==> config.mk <==
export PLATFORM = sky130hd
export DESIGN_NAME = sad_decoder
export DESIGN_NICKNAME = d
export VERILOG_FILES = /design/src/include/sad_pkg.sv /design/src/hdl/sad_decoder.sv
export SDC_FILE = /design/constraint.sdc
export NUM_CORES = 2
export LEC_CHECK = 0
export BUFFER_PORTS_ARGS = -buffer_cell sky130_fd_sc_hd__buf_2
export CAP_MARGIN = 10
export CORE_MARGIN = 4
export CORE_UTILIZATION = 35
export CTS_CLUSTER_DIAMETER = 120
export DETAILED_ROUTE_END_ITERATION = 8
export GPL_TIMING_DRIVEN = 0
export PLACE_DENSITY_LB_ADDON = 0.3
export SLEW_MARGIN = 30
export SYNTH_ARGS = -nofsm -noshare
export SYNTH_HDL_FRONTEND = slang
export SYNTH_SLANG_ARGS = --single-unit
==> constraint.sdc <==
create_clock -name aclk -period 18.6 [get_ports aclk]
set_input_delay 2.79 -clock aclk [delete_from_list [all_inputs] [get_ports aclk]]
set_output_delay 2.79 -clock aclk [all_outputs]
set_load 0.005 [all_outputs]
==> src/include/sad_pkg.sv <==
// Purpose: Shared constants and carrier types for the system address decoder.
// Assumes: 32-bit physical addresses, 10 MHz aclk, AXI4-Lite configuration bus.
// Notes: Offsets are byte addresses of 32-bit words.
// What this block does
// Interrupt controller units decode to hub at 4 KB.
// Gap above interrupt range always goes to hub.
// Top 2 MB boot range goes to hub.
// Three management memory options, top one 512K/1M.
// Hub and graphics masters never reach management memory.
// Shadow attributes steer reads and writes per range.
// Other processor I/O is forwarded to hub.
// Graphics port I/O cycles get no response.
// Config address and data ports in I/O space; code claims only I/O 0CF8-0CFB.
// I/O addresses untranslated, bit 16 on wrap.
// Disk controller I/O writes are never posted.
// Command register I/O disable stops graphics routing.
// One address map for all three requesters.
// Hub accepts DRAM, aperture, window writes, VGA writes.
// Hub I/O cycles refused with master abort.
// Invalid hub memory remapped, snooped, master aborted.
// Per aligned block completion status for hub requests.
// Crossing part of hub request remapped to zero; code keeps the start address and flags only the last block in blk_abort.
// Invalid start remaps whole hub request to zero.
// Graphics PCI memory claimed only for DRAM or aperture.
// Graphics compat access needs matching attribute enable.
// Graphics special and config cycles get no response.
// Fixed latency, special ranges checked before defaults.
package sad_pkg;
   // Register byte offsets.
   localparam logic [7:0] OFS_CONTROL = 8'h00;
   localparam logic [7:0] OFS_TOP_OF_MEM = 8'h04;
   localparam logic [7:0] OFS_APERTURE_BASE = 8'h08;
   localparam logic [7:0] OFS_APERTURE_SIZE = 8'h0C;
   localparam logic [7:0] OFS_WIN_BASE = 8'h10;
   localparam logic [7:0] OFS_WIN_LIMIT = 8'h14;
   localparam logic [7:0] OFS_PF_BASE = 8'h18;
   localparam logic [7:0] OFS_PF_LIMIT = 8'h1C;
   localparam logic [7:0] OFS_COMPAT_ATTR = 8'h20;
   localparam logic [7:0] OFS_HIGH_SEG = 8'h24;
   localparam logic [7:0] OFS_IO_WIN = 8'h28;
   localparam logic [7:0] OFS_DISK_IO = 8'h2C;
   localparam logic [7:0] OFS_CFG_ADDR = 8'h30;
   localparam logic [7:0] OFS_CFG_DATA = 8'h34;
   localparam logic [7:0] OFS_STATUS = 8'h38;
   // Control register fields.
   localparam int CTL_COMPAT_SMM = 0;
   localparam int CTL_HIGH_SMM = 1;
   localparam int CTL_TOP_SMM = 2;
   localparam int CTL_TOP_1MB = 3;
   localparam int CTL_CMD_A_IO = 4;
   localparam int CTL_CMD_B_IO = 5;
   localparam int CTL_VGA_EN = 6;
   localparam int CTL_BLK64 = 7;
   localparam logic [31:0] CONTROL_RESET = 32'h0000_0030;
   localparam logic [31:0] TOM_RESET = 32'h0100_0000;
   // Fixed ranges.
   localparam logic [31:0] IOAPIC_BASE = 32'hFEC0_0000;
   localparam logic [31:0] IOAPIC_END = 32'hFECF_FFFF;
   localparam logic [31:0] GAP_BASE = 32'hFED0_0000;
   localparam logic [31:0] GAP_END = 32'hFFDF_FFFF;
   localparam logic [31:0] HBIOS_BASE = 32'hFFE0_0000;
   localparam logic [31:0] COMPAT_SMM_BASE = 32'h000A_0000;
   localparam logic [31:0] COMPAT_SMM_END = 32'h000B_FFFF;
   localparam logic [31:0] VGA_BASE = 32'h000A_0000;
   localparam logic [31:0] VGA_END = 32'h000B_FFFF;
   localparam logic [31:0] SHADOW_BASE = 32'h000C_0000;
   localparam logic [31:0] ONE_MB = 32'h0010_0000;
   localparam logic [31:0] TOP_SEG_512K = 32'h0008_0000;
   localparam logic [31:0] TOP_SEG_1M = 32'h0010_0000;
   localparam logic [31:0] HIGH_MGMT_SEGMENT_SIZE = 32'h0002_0000;
   localparam logic [16:0] IO_WRAP_START4 = 17'h0FFFD;
   localparam logic [16:0] IO_WRAP_START2 = 17'h0FFFF;
   localparam logic [31:0] REMAP_ADDR = 32'h0000_0000;
   localparam logic [8:0] MAX_LEN = 9'h100;
   localparam int DECODE_LAT = 2;
   localparam logic [1:0] RESP_OKAY = 2'h0;
   localparam logic [1:0] RESP_SLVERR = 2'h2;
   // Requesters, operations and destinations.
   typedef enum logic [1:0] {SRC_HOST, SRC_HUB, SRC_GFX, SRC_IGD} sad_src_t;
   typedef enum logic [1:0] {OP_MEM, OP_IO, OP_SPECIAL, OP_CFG} sad_op_t;
   typedef enum logic [2:0] {DST_NONE, DST_DRAM, DST_HUB, DST_GFX, DST_CFG, DST_ABORT} sad_dst_t;
   typedef struct packed {
      sad_src_t src;
      sad_op_t op;
      logic write;
      logic smm;
      logic [31:0] addr;
      logic [8:0] len;
      logic [2:0] io_size;
   } sad_req_t;
   typedef struct packed {
      sad_dst_t dst;
      logic [31:0] addr;
      logic addr_bit16;
      logic snoop;
      logic master_abort;
      logic claim;
      logic non_posted;
      logic all_ones;
      logic clear_be;
      logic [7:0] blk_abort;
      logic cfg_hit;
   } sad_rsp_t;
endpackage : sad_pkg

==> src/hdl/sad_decoder.sv <==
// Purpose: System address decoder routing host, hub and graphics requests.
// Assumes: One request per cycle on req_valid; answer two aclk edges later.
// Notes: Configuration registers sit on an AXI4-Lite slave.
`timescale 1ns/1ps
`default_nettype none
module sad_decoder (
   // Clock and reset
   input wire logic aclk,
   input wire logic aresetn,
   // AXI4-Lite slave
   input wire logic [7:0] s_awaddr,
   input wire logic s_awvalid,
   output logic s_awready,
   input wire logic [31:0] s_wdata,
   input wire logic [3:0] s_wstrb,
   input wire logic s_wvalid,
   output logic s_wready,
   output logic [1:0] s_bresp,
   output logic s_bvalid,
   input wire logic s_bready,
   input wire logic [7:0] s_araddr,
   input wire logic s_arvalid,
   output logic s_arready,
   output logic [31:0] s_rdata,
   output logic [1:0] s_rresp,
   output logic s_rvalid,
   input wire logic s_rready,
   // Decode request and answer
   input wire logic req_valid,
   input wire sad_pkg::sad_req_t req,
   output logic rsp_valid,
   output sad_pkg::sad_rsp_t rsp
);
   // ==========================================================
   // Register file
   logic [31:0] ctl_reg, tom_reg, apb_reg, aps_reg, wb_reg, wl_reg, pb_reg, pl_reg;
   logic [31:0] attr_reg, high_mgmt_segment_reg, iow_reg, disk_reg, cfga_reg, cfgd_reg;
   logic [31:0] cnt_reg;
   logic aw_hold_reg, w_hold_reg;
   logic [7:0] awa_reg;
   logic [31:0] wd_reg;
   logic [3:0] ws_reg;
   wire do_write = aw_hold_reg && w_hold_reg && !s_bvalid;
   function automatic logic [31:0] merge(input logic [31:0] old, input logic [31:0] d, input logic [3:0] s);
      logic [31:0] r;
      r = old;
      for (int i = 0; i < 4; i++) begin
         if (s[i]) begin
            r[i*8 +: 8] = d[i*8 +: 8];
         end
      end
      return r;
   endfunction : merge
   function automatic logic in_rng(input logic [31:0] a, input logic [31:0] lo, input logic [31:0] hi);
      return (a >= lo) && (a <= hi);
   endfunction : in_rng
   wire known_w = awa_reg <= sad_pkg::OFS_CFG_DATA && awa_reg[1:0] == 2'h0;
   always_ff @(posedge aclk) begin
      if (!aresetn) begin
         aw_hold_reg <= 1'b0;
         w_hold_reg <= 1'b0;
         awa_reg <= 8'h00;
         wd_reg <= 32'h0000_0000;
         ws_reg <= 4'h0;
         s_bvalid <= 1'b0;
         s_bresp <= sad_pkg::RESP_OKAY;
      end else begin
         if (s_awvalid && s_awready) begin
            aw_hold_reg <= 1'b1;
            awa_reg <= s_awaddr;
         end
         if (s_wvalid && s_wready) begin
            w_hold_reg <= 1'b1;
            wd_reg <= s_wdata;
            ws_reg <= s_wstrb;
         end
         if (do_write) begin
            aw_hold_reg <= 1'b0;
            w_hold_reg <= 1'b0;
            s_bvalid <= 1'b1;
            s_bresp <= known_w ? sad_pkg::RESP_OKAY : sad_pkg::RESP_SLVERR;
         end else if (s_bvalid && s_bready) begin
            s_bvalid <= 1'b0;
         end
      end
   end
   assign s_awready = !aw_hold_reg && aresetn;
   assign s_wready = !w_hold_reg && aresetn;
   always_ff @(posedge aclk) begin
      if (!aresetn) begin
         ctl_reg <= sad_pkg::CONTROL_RESET;
         tom_reg <= sad_pkg::TOM_RESET;
         {apb_reg, aps_reg, wb_reg, wl_reg, pb_reg, pl_reg} <= '0;
         {attr_reg, high_mgmt_segment_reg, iow_reg, disk_reg, cfga_reg, cfgd_reg} <= '0;
      end else if (do_write) begin
         unique case (awa_reg)
            sad_pkg::OFS_CONTROL: ctl_reg <= merge(ctl_reg, wd_reg, ws_reg);
            sad_pkg::OFS_TOP_OF_MEM: tom_reg <= merge(tom_reg, wd_reg, ws_reg);
            sad_pkg::OFS_APERTURE_BASE: apb_reg <= merge(apb_reg, wd_reg, ws_reg);
            sad_pkg::OFS_APERTURE_SIZE: aps_reg <= merge(aps_reg, wd_reg, ws_reg);
            sad_pkg::OFS_WIN_BASE: wb_reg <= merge(wb_reg, wd_reg, ws_reg);
            sad_pkg::OFS_WIN_LIMIT: wl_reg <= merge(wl_reg, wd_reg, ws_reg);
            sad_pkg::OFS_PF_BASE: pb_reg <= merge(pb_reg, wd_reg, ws_reg);
            sad_pkg::OFS_PF_LIMIT: pl_reg <= merge(pl_reg, wd_reg, ws_reg);
            sad_pkg::OFS_COMPAT_ATTR: attr_reg <= merge(attr_reg, wd_reg, ws_reg);
            sad_pkg::OFS_HIGH_SEG: high_mgmt_segment_reg <= merge(high_mgmt_segment_reg, wd_reg, ws_reg);
            sad_pkg::OFS_IO_WIN: iow_reg <= merge(iow_reg, wd_reg, ws_reg);
            sad_pkg::OFS_DISK_IO: disk_reg <= merge(disk_reg, wd_reg, ws_reg);
            sad_pkg::OFS_CFG_ADDR: cfga_reg <= merge(cfga_reg, wd_reg, ws_reg);
            sad_pkg::OFS_CFG_DATA: cfgd_reg <= merge(cfgd_reg, wd_reg, ws_reg);
            default: ;
         endcase
      end
   end
   // Read channel; status shows a count of aborted requests.
   logic [31:0] rd_mux;
   always_comb begin
      rd_mux = 32'h0000_0000;
      unique case (s_araddr)
         sad_pkg::OFS_CONTROL: rd_mux = ctl_reg;
         sad_pkg::OFS_TOP_OF_MEM: rd_mux = tom_reg;
         sad_pkg::OFS_APERTURE_BASE: rd_mux = apb_reg;
         sad_pkg::OFS_APERTURE_SIZE: rd_mux = aps_reg;
         sad_pkg::OFS_WIN_BASE: rd_mux = wb_reg;
         sad_pkg::OFS_WIN_LIMIT: rd_mux = wl_reg;
         sad_pkg::OFS_PF_BASE: rd_mux = pb_reg;
         sad_pkg::OFS_PF_LIMIT: rd_mux = pl_reg;
         sad_pkg::OFS_COMPAT_ATTR: rd_mux = attr_reg;
         sad_pkg::OFS_HIGH_SEG: rd_mux = high_mgmt_segment_reg;
         sad_pkg::OFS_IO_WIN: rd_mux = iow_reg;
         sad_pkg::OFS_DISK_IO: rd_mux = disk_reg;
         sad_pkg::OFS_CFG_ADDR: rd_mux = cfga_reg;
         sad_pkg::OFS_CFG_DATA: rd_mux = cfgd_reg;
         sad_pkg::OFS_STATUS: rd_mux = cnt_reg;
         default: rd_mux = 32'h0000_0000;
      endcase
   end
   wire known_r = s_araddr <= sad_pkg::OFS_STATUS && s_araddr[1:0] == 2'h0;
   assign s_arready = !s_rvalid && aresetn;
   always_ff @(posedge aclk) begin
      if (!aresetn) begin
         s_rvalid <= 1'b0;
         s_rdata <= 32'h0000_0000;
         s_rresp <= sad_pkg::RESP_OKAY;
      end else if (s_arvalid && s_arready) begin
         s_rvalid <= 1'b1;
         s_rdata <= rd_mux;
         s_rresp <= known_r ? sad_pkg::RESP_OKAY : sad_pkg::RESP_SLVERR;
      end else if (s_rvalid && s_rready) begin
         s_rvalid <= 1'b0;
      end
   end
   // ==========================================================
   // Range decode
   wire [31:0] a = req.addr;
   wire [31:0] a_end = req.addr + {23'h0, req.len} - 32'h1;
   wire [31:0] tseg_sz = ctl_reg[sad_pkg::CTL_TOP_1MB] ? sad_pkg::TOP_SEG_1M : sad_pkg::TOP_SEG_512K;
   wire [31:0] tseg_lo = tom_reg - tseg_sz;
   wire [31:0] high_mgmt_segment_hi = high_mgmt_segment_reg + sad_pkg::HIGH_MGMT_SEGMENT_SIZE - 32'h1;
   function automatic logic is_smm(input logic [31:0] x, input logic [31:0] c, input logic [31:0] tl,
                                   input logic [31:0] tm, input logic [31:0] hb, input logic [31:0] hh);
      return (c[sad_pkg::CTL_COMPAT_SMM] && in_rng(x, sad_pkg::COMPAT_SMM_BASE, sad_pkg::COMPAT_SMM_END)) ||
             (c[sad_pkg::CTL_HIGH_SMM] && in_rng(x, hb, hh)) ||
             (c[sad_pkg::CTL_TOP_SMM] && x >= tl && x < tm);
   endfunction : is_smm
   function automatic logic is_dram(input logic [31:0] x, input logic [31:0] tm);
      return (x < sad_pkg::VGA_BASE) || (x >= sad_pkg::ONE_MB && x < tm);
   endfunction : is_dram
   wire hit_smm = is_smm(a, ctl_reg, tseg_lo, tom_reg, high_mgmt_segment_reg, high_mgmt_segment_hi);
   wire hit_ioapic = in_rng(a, sad_pkg::IOAPIC_BASE, sad_pkg::IOAPIC_END);
   wire hit_gap = in_rng(a, sad_pkg::GAP_BASE, sad_pkg::GAP_END);
   wire hit_hbios = a >= sad_pkg::HBIOS_BASE;
   wire hit_dram = is_dram(a, tom_reg);
   wire hit_ap = aps_reg != 32'h0 && a >= apb_reg && a - apb_reg < aps_reg;
   wire hit_win = in_rng(a, wb_reg, wl_reg) || in_rng(a, pb_reg, pl_reg);
   wire hit_vga = in_rng(a, sad_pkg::VGA_BASE, sad_pkg::VGA_END);
   wire hit_shadow = a >= sad_pkg::SHADOW_BASE && a < sad_pkg::ONE_MB;
   // Each 16 KB shadow segment has a read enable bit at 2n and a write enable at 2n+1.
   wire [3:0] shadow_seg = a[17:14];
   wire attr_re = attr_reg[{shadow_seg, 1'b0}];
   wire attr_we = attr_reg[{shadow_seg, 1'b1}];
   wire shadow_dram = req.write ? attr_we : attr_re;
   wire gfx_io_on = ctl_reg[sad_pkg::CTL_CMD_A_IO] && ctl_reg[sad_pkg::CTL_CMD_B_IO];
   wire [15:0] io_a = a[15:0];
   wire io_gfx = gfx_io_on && io_a >= iow_reg[15:0] && io_a <= iow_reg[31:16];
   wire io_cfg = (io_a == 16'h0CF8) || (io_a[15:2] == 14'h033E);
   wire io_disk = io_a[15:3] == disk_reg[15:3] && disk_reg[16];
   wire [16:0] io_top = {1'b0, io_a} + {14'h0, req.io_size} - 17'h1;
   // Hub region class of start and end of the request.
   function automatic logic [1:0] hub_cls(input logic [31:0] x, input logic [31:0] c, input logic [31:0] tl,
                                        input logic [31:0] tm, input logic [31:0] hb, input logic [31:0] hh,
                                        input logic w, input logic ap, input logic win);
      if (is_smm(x, c, tl, tm, hb, hh)) return 2'd0;
      if (is_dram(x, tm) || (x >= sad_pkg::SHADOW_BASE && x < sad_pkg::ONE_MB) || ap) return 2'd1;
      if (w && (win || (c[sad_pkg::CTL_VGA_EN] && in_rng(x, sad_pkg::VGA_BASE, sad_pkg::VGA_END)))) return 2'd2;
      return 2'd0;
   endfunction : hub_cls
   wire end_ap = aps_reg != 32'h0 && a_end >= apb_reg && a_end - apb_reg < aps_reg;
   wire end_win = in_rng(a_end, wb_reg, wl_reg) || in_rng(a_end, pb_reg, pl_reg);
   wire [1:0] cls_s = hub_cls(a, ctl_reg, tseg_lo, tom_reg, high_mgmt_segment_reg, high_mgmt_segment_hi, req.write, hit_ap, hit_win);
   wire [1:0] cls_e = hub_cls(a_end, ctl_reg, tseg_lo, tom_reg, high_mgmt_segment_reg, high_mgmt_segment_hi, req.write, end_ap, end_win);
   wire blk64 = ctl_reg[sad_pkg::CTL_BLK64];
   wire [3:0] last_off = blk64 ? {1'b0, a_end[8:6]} - {1'b0, a[8:6]} : {a_end[8:5]} - {a[8:5]};
   // ==========================================================
   // Decision, checked in priority order
   sad_pkg::sad_rsp_t dec;
   always_comb begin
      dec = '0;
      dec.addr = a;
      unique case (req.op)
         sad_pkg::OP_MEM: begin
            if (req.src == sad_pkg::SRC_HUB) begin
               if (cls_s == 2'd0) begin
                  dec.dst = sad_pkg::DST_DRAM;
                  dec.addr = sad_pkg::REMAP_ADDR;
                  dec.snoop = 1'b1;
                  dec.master_abort = 1'b1;
                  dec.all_ones = !req.write;
                  dec.clear_be = req.write;
                  dec.blk_abort = 8'hFF;
               end else begin
                  dec.dst = cls_s == 2'd1 ? sad_pkg::DST_DRAM : sad_pkg::DST_GFX;
                  dec.snoop = cls_s == 2'd1;
                  if (cls_e != cls_s) begin
                     for (int i = 0; i < 8; i++) begin
                        dec.blk_abort[i] = 4'(i) == last_off;
                     end
                     dec.master_abort = 1'b1;
                  end
               end
            end else if (req.src == sad_pkg::SRC_GFX) begin
               if (hit_smm) begin
                  dec.dst = sad_pkg::DST_NONE;
               end else if (hit_shadow) begin
                  dec.dst = shadow_dram ? sad_pkg::DST_DRAM : sad_pkg::DST_NONE;
                  dec.claim = shadow_dram;
               end else if (hit_dram || hit_ap) begin
                  dec.dst = sad_pkg::DST_DRAM;
                  dec.claim = 1'b1;
               end else begin
                  dec.dst = sad_pkg::DST_NONE;
               end
            end else begin
               if (hit_smm) begin
                  dec.dst = req.smm ? sad_pkg::DST_DRAM : sad_pkg::DST_HUB;
               end else if (hit_ioapic || hit_gap || hit_hbios) begin
                  dec.dst = sad_pkg::DST_HUB;
               end else if (hit_shadow) begin
                  dec.dst = shadow_dram ? sad_pkg::DST_DRAM : sad_pkg::DST_HUB;
               end else if (hit_vga && ctl_reg[sad_pkg::CTL_VGA_EN]) begin
                  dec.dst = sad_pkg::DST_GFX;
               end else if (hit_dram || hit_ap) begin
                  dec.dst = sad_pkg::DST_DRAM;
               end else if (hit_win) begin
                  dec.dst = sad_pkg::DST_GFX;
               end else begin
                  dec.dst = sad_pkg::DST_HUB;
               end
            end
         end
         sad_pkg::OP_IO: begin
            if (req.src == sad_pkg::SRC_HUB) begin
               dec.dst = sad_pkg::DST_ABORT;
               dec.master_abort = 1'b1;
            end else if (req.src == sad_pkg::SRC_GFX) begin
               dec.dst = sad_pkg::DST_NONE;
            end else begin
               dec.addr = {15'h0, io_top[16], io_a};
               dec.addr_bit16 = (io_top[16] && req.io_size == 3'd4 && {1'b0, io_a} >= sad_pkg::IO_WRAP_START4) ||
                                (req.io_size == 3'd2 && {1'b0, io_a} == sad_pkg::IO_WRAP_START2);
               dec.cfg_hit = io_cfg;
               dec.dst = io_cfg ? sad_pkg::DST_CFG : io_gfx ? sad_pkg::DST_GFX : sad_pkg::DST_HUB;
               dec.non_posted = req.write && io_disk && !io_cfg && !io_gfx;
            end
         end
         sad_pkg::OP_SPECIAL, sad_pkg::OP_CFG: begin
            dec.dst = req.src == sad_pkg::SRC_GFX ? sad_pkg::DST_NONE : sad_pkg::DST_HUB;
         end
      endcase
   end
   // Two-stage pipeline fixes the decode latency.
   logic v1_reg;
   sad_pkg::sad_rsp_t d1_reg;
   always_ff @(posedge aclk) begin
      if (!aresetn) begin
         v1_reg <= 1'b0;
         d1_reg <= '0;
         rsp_valid <= 1'b0;
         rsp <= '0;
         cnt_reg <= 32'h0;
      end else begin
         v1_reg <= req_valid;
         d1_reg <= dec;
         rsp_valid <= v1_reg;
         rsp <= d1_reg;
         if (v1_reg && d1_reg.master_abort) begin
            cnt_reg <= cnt_reg + 32'h1;
         end
      end
   end
   // ==========================================================
   // Checks
   property p_latency;
      @(posedge aclk) disable iff (!aresetn) req_valid |-> ##2 rsp_valid;
   endproperty
   a_latency: assert property (p_latency) else $error("answer not two cycles after request");
   property p_hub_io;
      @(posedge aclk) disable iff (!aresetn)
         req_valid && req.src == sad_pkg::SRC_HUB && req.op == sad_pkg::OP_IO |-> ##2 rsp.master_abort;
   endproperty
   a_hub_io: assert property (p_hub_io) else $error("hub I/O not aborted");
   property p_gfx_io;
      @(posedge aclk) disable iff (!aresetn)
         req_valid && req.src == sad_pkg::SRC_GFX && req.op != sad_pkg::OP_MEM |-> ##2 rsp.dst == sad_pkg::DST_NONE;
   endproperty
   a_gfx_io: assert property (p_gfx_io) else $error("graphics non-memory cycle answered");
   property p_gap;
      @(posedge aclk) disable iff (!aresetn)
         req_valid && req.src == sad_pkg::SRC_HOST && req.op == sad_pkg::OP_MEM && hit_gap && !hit_smm
         |-> ##2 rsp.dst == sad_pkg::DST_HUB;
   endproperty
   a_gap: assert property (p_gap) else $error("gap not sent to hub");
   property p_hbios;
      @(posedge aclk) disable iff (!aresetn)
         req_valid && req.src == sad_pkg::SRC_HOST && req.op == sad_pkg::OP_MEM && hit_hbios && !hit_smm
         |-> ##2 rsp.dst == sad_pkg::DST_HUB;
   endproperty
   a_hbios: assert property (p_hbios) else $error("boot range not sent to hub");
   property p_smm_block;
      @(posedge aclk) disable iff (!aresetn)
         req_valid && req.src == sad_pkg::SRC_GFX && hit_smm |-> ##2 !rsp.claim;
   endproperty
   a_smm_block: assert property (p_smm_block) else $error("graphics master reached management memory");
   property p_remap;
      @(posedge aclk) disable iff (!aresetn)
         req_valid && req.src == sad_pkg::SRC_HUB && req.op == sad_pkg::OP_MEM && cls_s == 2'd0
         |-> ##2 rsp.addr == sad_pkg::REMAP_ADDR && rsp.snoop && rsp.master_abort;
   endproperty
   a_remap: assert property (p_remap) else $error("invalid hub request not remapped");
   property p_cmd_io;
      @(posedge aclk) disable iff (!aresetn) !gfx_io_on && req_valid |-> ##2 !(rsp.dst == sad_pkg::DST_GFX && $past(req.op, 2) == sad_pkg::OP_IO);
   endproperty
   a_cmd_io: assert property (p_cmd_io) else $error("I/O routed to graphics while disabled");
   property p_cfg_io;
      @(posedge aclk) disable iff (!aresetn)
         req_valid && req.src == sad_pkg::SRC_HOST && req.op == sad_pkg::OP_IO && io_cfg
         |-> ##2 rsp.dst == sad_pkg::DST_CFG && rsp.cfg_hit;
   endproperty
   a_cfg_io: assert property (p_cfg_io) else $error("config port access not claimed");
endmodule : sad_decoder
`default_nettype wire

After elaboration in Yosys (flattened, before gate mapping)

Cells that the tools add are included.

Register bits: 668
Output and inout port bits: 93
Word-level logic and storage cells: 423

Add/sub/neg operators: 12
Order comparisons: 44
Equality and inequality tests: 47
Multiplexer cells: 74
Bitwise gates (word level): 4
Reduce and logical (&&, ||, !) cells: 151

Operators with widths:

| operator                                                                 | count |
|---|---|
| 32-bit one-hot mux with 15 select lines                                  | 1 |
| 32-bit >= comparator                                                     | 10 |
| 32-bit <= comparator                                                     | 6 |
| 3-bit AND reduction                                                      | 57 |
| 32-bit by 20-bit >= comparator with 1-bit output (second input constant) | 4 |
| 32-bit < comparator                                                      | 4 |
| 8-bit by 6-bit == test with 1-bit output (second input constant)         | 13 |
| 32-bit >= comparator (second input constant)                             | 3 |
| 33-bit two-way mux                                                       | 2 |
| 8-bit by 5-bit == test with 1-bit output (second input constant)         | 8 |
| 32-bit by 21-bit >= comparator with 1-bit output (second input constant) | 2 |
| 32-bit by 20-bit <= comparator with 1-bit output (second input constant) | 2 |
| 32-bit <= comparator (second input constant)                             | 2 |
| 32-bit by 20-bit < comparator with 1-bit output (second input constant)  | 2 |
| 32-bit by 21-bit < comparator with 1-bit output (second input constant)  | 2 |
| 32-bit two-way mux                                                       | 2 |
| 32-bit one-hot mux with 2 select lines                                   | 1 |
| 32-bit by 1-bit subtractor with 32-bit output (second input constant)    | 2 |
| 32-bit subtractor                                                        | 2 |
| 1-bit logical AND                                                        | 53 |
| 2-bit two-way mux                                                        | 20 |
| 32-bit by 1-bit adder with 32-bit output (second input constant)         | 1 |
| 32-bit by 18-bit adder with 32-bit output (second input constant)        | 1 |
| 32-bit by 9-bit adder with 32-bit output                                 | 1 |
| 44 further kinds                                                         | 131 |

Longest topological paths before layout

Depth in word-level cells: 19
Gate-level depth with buffers: 38
Gate-level depth less buffers: 38

Least setup slack after synthesis

No wires, ideal clock.

Path type: input-to-reg
From: input req[18] in the netlist's numbering
To: register d1_reg[1] in the netlist's numbering
Setup time: 116 ps
Arrival time: 8822 ps
Data required time: 18484 ps
Setup slack: 9662 ps
Stages: 36
Path buffers: 0
Path through: inv_1 -> ha_1 -> inv_1 -> ha_1 -> a21o_1 -> or3_1 -> o21ai_2 -> o21bai_1 -> a21oi_1 -> o21ai_0 -> xnor2_1 -> ha_1 -> a21o_1 -> a21oi_1 -> nand2_1 -> nand2_1 -> a31oi_1 -> or2_2 -> a21o_1 -> a21o_1 -> a21oi_1 -> o21ba_2 -> o21bai_1 -> a21oi_1 -> xnor2_1 -> ha_1 -> nand4_1 -> nor2_1 -> o21ai_0 -> a311oi_1 -> nor3_1 -> o21a_1 -> o21a_1 -> mux2i_4 -> o211ai_4 -> a41o_1

Cells in the longest elaborated chain, start to end: 16
Elaborated cells between the ends (all ways): 108

RTL lines:

| element                                                                           | RTL line           | text |
|---|---|---|
| start, declared                                                                   | sad_decoder.sv:30  | `input wire sad_pkg::sad_req_t req,` |
| branches (longest 15 deep; another with 32-bit by 9-bit adder with 32-bit output) | -                  |  |
| 8-bit two-way mux *                                                               | sad_decoder.sv:213 | `if (cls_s == 2'd0) begin` |
| end signal, assigned                                                              | sad_decoder.sv:287 | `d1_reg <= '0;` |
| end signal, assigned                                                              | sad_decoder.sv:293 | `d1_reg <= dec;` |
| end, declared                                                                     | sad_decoder.sv:283 | `sad_pkg::sad_rsp_t d1_reg;` |

Mark *: on every way between the ends. The select of a mux whose other input is x is not followed.
A chain may end at the register's enable or synchronous reset.

Worst setup path after layout

From: input req[18] in the netlist's numbering
To: register d1_reg[13] in the netlist's numbering

Cells in the longest elaborated chain, start to end: 18
Elaborated cells between the ends (all ways): 106

RTL lines:

| element                                                                           | RTL line           | text |
|---|---|---|
| branches (longest 15 deep; another with 32-bit by 9-bit adder with 32-bit output) | -                  |  |
| 2-bit two-way mux *                                                               | sad_decoder.sv:213 |  |
| 1-bit two-way mux *                                                               | sad_decoder.sv:212 | `if (req.src == sad_pkg::SRC_HUB) begin` |
| 1-bit one-hot mux with 2 select lines *                                           | sad_decoder.sv:210 | `unique case (req.op)` |

Marked as above.

==> impl_metrics.prom <==
# TYPE chip_impl_metric gauge
chip_impl_metric{name="critPathBufInv",unit=""} 3
chip_impl_metric{name="synth_async_sr_flop_share",unit=""} 0
chip_impl_metric{name="hold_viol_final",unit=""} 0
chip_impl_metric{name="clock_sink_count",unit=""} 666
chip_impl_metric{name="timing.critical_path.arrival",unit="ns"} 11.79
chip_impl_metric{name="netlist_instances",unit=""} 5936
chip_impl_metric{name="tightestPinTransition",unit="ns"} 1.18
chip_impl_metric{name="dieWidth",unit="µm"} 379
chip_impl_metric{name="max_freq",unit="MHz"} 89.0
chip_impl_metric{name="path_depth_of_the_worst_reg2reg_path",unit=""} 28
chip_impl_metric{name="overall_overflow_remaining_after_global_route",unit=""} 0
chip_impl_metric{name="insertion_delay",unit="ns"} 0.71
chip_impl_metric{name="slew_headroom",unit=""} 0.214
chip_impl_metric{name="globalRouteTotalUtil",unit=""} 0.338
chip_impl_metric{name="area_growth",unit="%"} 13.3
chip_impl_metric{name="min_period_over_period",unit=""} 0.604
chip_impl_info{name="worst_path_max_delay_cell",value="buf_2"} 1
chip_impl_metric{name="floorplan.initialDensity",unit=""} 0.354
chip_impl_metric{name="route.detailed.wl_per_inst",unit="µm"} 31.0
chip_impl_info{name="run_status",value="completed"} 1
chip_impl_metric{name="rows",unit=""} 135
chip_impl_metric{name="synth_seq_area_share",unit=""} 0.277
chip_impl_info{name="gate_family_responsible_for_the_most_delay_along_the_worst_path",value="compound AO/OA/AOI/OAI gates"} 1
chip_impl_metric{name="drtIter0Drc",unit=""} 6009
chip_impl_info{name="synth_ff_type",value="dfxtp_1"} 1
chip_impl_metric{name="die_area",unit="µm²"} 144000
chip_impl_metric{name="fp.coreArea",unit="µm²"} 136000
chip_impl_metric{name="grt_pass1_vias",unit=""} 46367
chip_impl_info{name="cp-end-kind",value="register"} 1
chip_impl_info{name="rr_startpoint",value="apb_reg[0]$_SDFFE_PN0P_"} 1
chip_impl_metric{name="cellPowerDensity",unit="nW/µm²"} 78.9
chip_impl_info{name="path_class",value="input port to register"} 1
chip_impl_info{name="tritoncts",value="yes"} 1
chip_impl_metric{name="port-buffer-count",unit=""} 199
chip_impl_metric{name="worstPathMaxFanout",unit=""} 16
chip_impl_metric{name="hpwl",unit="µm"} 202000
chip_impl_metric{name="postRouteAntennaNets",unit=""} 0
chip_impl_metric{name="worst-endpoint-required",unit="ns"} 19.16
chip_impl_metric{name="wirelength",unit="µm"} 250000
chip_impl_metric{name="h_tree_depth",unit=""} 3
chip_impl_metric{name="post_cts_buffers",unit=""} 0
chip_impl_metric{name="post_synthesis_cell_area",unit="µm²"} 48100
chip_impl_metric{name="crit_path_max_incr_delay",unit="ns"} 0.68
chip_impl_metric{name="report.final.slew_viol_count",unit=""} 0
chip_impl_metric{name="postSynthRegisterBits",unit=""} 666
chip_impl_info{name="grt_setup_unrepaired",value="no"} 1
chip_impl_metric{name="vias_per_cell",unit=""} 6.07
chip_impl_metric{name="p_leak",unit="nW"} 20.3
chip_impl_metric{name="clock_path_buffers",unit=""} 3
chip_impl_metric{name="skew",unit="ns"} 0.0465
chip_impl_info{name="hold_crit_start",value="d1_reg[15]$_SDFF_PP0_"} 1
chip_impl_metric{name="nets",unit=""} 7094
chip_impl_metric{name="cts-hold-fix-buffers",unit=""} 0
chip_impl_info{name="worst_setup_path_start_kind",value="input port"} 1
chip_impl_metric{name="reg2reg_setup_slack",unit="ns"} 11.05
chip_impl_metric{name="inserted_clock_buffers",unit=""} 75
chip_impl_metric{name="post_synth_edffs",unit=""} 0
chip_impl_metric{name="yosysUniqueCellTypes",unit=""} 87
chip_impl_metric{name="global_route_wire_length_before_repair",unit="µm"} 345000
chip_impl_metric{name="synth.top_cell.area_share",unit=""} 0.277
chip_impl_metric{name="routabilityCongestion",unit=""} 1.06
chip_impl_metric{name="quantity_of_gates_resized_following_cts",unit=""} 0
chip_impl_metric{name="number_of_antenna_violations_at_the_first_check_in_global_routing",unit=""} 17
chip_impl_metric{name="detailedRoute.firstPassIterationCount",unit=""} 8
chip_impl_metric{name="vias",unit=""} 49085
chip_impl_info{name="clock_tree.root_cell",value="clkbuf_16"} 1
chip_impl_info{name="hold_path_end",value="rsp[15]$_SDFF_PN0_"} 1
chip_impl_metric{name="post-route-drc-count",unit=""} 0
chip_impl_info{name="min_delay_worst_type",value="register to register"} 1
chip_impl_metric{name="die_height",unit="µm"} 379
chip_impl_metric{name="whs_path_depth",unit=""} 1
chip_impl_info{name="synth.top_cells.by_area",value="dfxtp_1, ha_1, a21boi_0"} 1
chip_impl_metric{name="clkSlewWorstSetupHoldPaths",unit="ns"} 0.06
chip_impl_metric{name="ioPinCount",unit=""} 203
chip_impl_metric{name="fin_crit",unit="ns"} 11.23
chip_impl_info{name="synthDominantAreaCellType",value="dfxtp_1"} 1
chip_impl_metric{name="finalSetupTns",unit="ns"} 0
chip_impl_metric{name="maxCapViolations",unit=""} 0
chip_impl_metric{name="postSynthAreaPerCell",unit="µm²"} 8.11
chip_impl_metric{name="final-setup-viol-count",unit=""} 0
chip_impl_metric{name="grt_start_max_net_pins",unit=""} 18
chip_impl_info{name="crit-reg2reg-capture",value="d1_reg[28]$_SDFF_PN0_"} 1
chip_impl_metric{name="yosys_warnings",unit=""} 0
chip_impl_metric{name="drive_gt1_frac",unit=""} 0.0790
chip_impl_metric{name="ir_worst_vdd",unit="mV"} 0.0577
chip_impl_metric{name="post-layout-total-power",unit="W"} 0.00430
==> placed cells by master (no fill, tap or decap), types with 34 or more instances in the layout <==
| cell type | count |
|---|---|
| inv_1 | 417 |
| clkbuf_2 | 34 |
| a22oi_1 | 166 |
| nor2_1 | 206 |
| nor3_1 | 61 |
| nor2b_1 | 63 |
| o21ai_0 | 188 |
| a221oi_1 | 42 |
| xnor2_1 | 121 |
| dfxtp_1 | 666 |
| clkbuf_1 | 230 |
| a21boi_0 | 463 |
| nand3_1 | 586 |
| nand2_1 | 715 |
| a21o_1 | 105 |
| ha_1 | 745 |
| buf_2 | 208 |
| a21oi_1 | 256 |
| clkbuf_16 | 77 |
| nand4_1 | 144 |
| and2_1 | 126 |
| nand2b_1 | 43 |
==> per-layer routing <==
layer  track usage  up-vias  part of all wire
li1              -    22005                 -
met2         0.508     2875              0.42
met4         0.199       12             0.070
met1         0.439    23518              0.41
met3        0.0805      675              0.11
met5             0        -           0.00032
==> synthesized netlist by cell type (all sizes together) (32+ instances only) <==
| library cell | number |
|---|---|
| a211oi | 32 |
| a21boi | 466 |
| a21o | 105 |
| a21oi | 257 |
| a221oi | 43 |
| a22oi | 166 |
| and2 | 126 |
| clkbuf | 252 |
| dfxtp | 666 |
| ha | 745 |
| inv | 418 |
| nand2 | 715 |
| nand2b | 43 |
| nand3 | 586 |
| nand4 | 144 |
| nor2 | 217 |
| nor2b | 63 |
| nor3 | 62 |
| o211ai | 34 |
| o21a | 33 |
| o21ai | 193 |
| o221a | 32 |
| xnor2 | 140 |
==> layout make-up <==
cell class | count | area (µm²)
diodes | 10 | 25.0
plain buffers | 276 | 1090
clock buffers | 103 | 2160
clock inverters | 32 | 453
fillers | 13947 | 81400
inverters | 418 | 1570
multi-input cells | 4577 | 32500
flip-flops and latches | 666 | 13300
well taps | 1781 | 2230
repair buffers | 219 | 1210
==> metrics by stage <==
stage | std cells | setup slack (ns) | utilization | area, µm² | hold WS [ns]
floorplan | 5937 | 9.66 | - | 48100 | 0.412
global placement | 7917 | 5.73 | 0.378 | 51400 | 0.415
detailed placement | 7937 | 6.69 | 0.382 | 51900 | 0.417
CTS | 8072 | 7.42 | 0.401 | 54500 | 0.431
global route | 8072 | 7.12 | 0.401 | 54500 | 0.436
finish | 8082 | 7.37 | 0.401 | 54500 | 0.429
==> cell families (layout without fill, tap and decap cells) <==
group                    after synthesis  count (layout)  share of synthesized area
flip-flops                           666             666                      0.277
multiplexers                          28              28                    0.00889
AO/OA/AOI/OAI                       1548            1548                      0.226
AND/OR/NAND/NOR                     2084            2084                      0.208
other                                  1              12                  0.0000779
adder cells (fa/ha/maj)              751             751                      0.196
XOR/XNOR                             164             164                     0.0298
buffers and inverters                694            1048                     0.0543
==> how the worst max path moves through the flow <==
stage,start,end,cells after the start
5_1_grt,req[18],d1_reg[13]$_SDFF_PN0_,32
3_3_place_gp,req[12],d1_reg[13]$_SDFF_PN0_,32
3_5_place_dp,req[18],d1_reg[13]$_SDFF_PN0_,32
2_1_floorplan,req[18],d1_reg[1]$_SDFF_PN0_,36
4_1_cts,req[18],d1_reg[13]$_SDFF_PN0_,32
6_report,req[18],d1_reg[13]$_SDFF_PN0_,32
==> report_power, final <==
part	internal [W]	switching [W]	total (W)
Sequential	0.00145	0.0000218	0.00147
Clock	0.000933	0.000679	0.00161
Combinational	0.000458	0.000762	0.00122
Total	0.00284	0.00146	0.00430
Note: power is estimated with default switching activity, not from simulation.
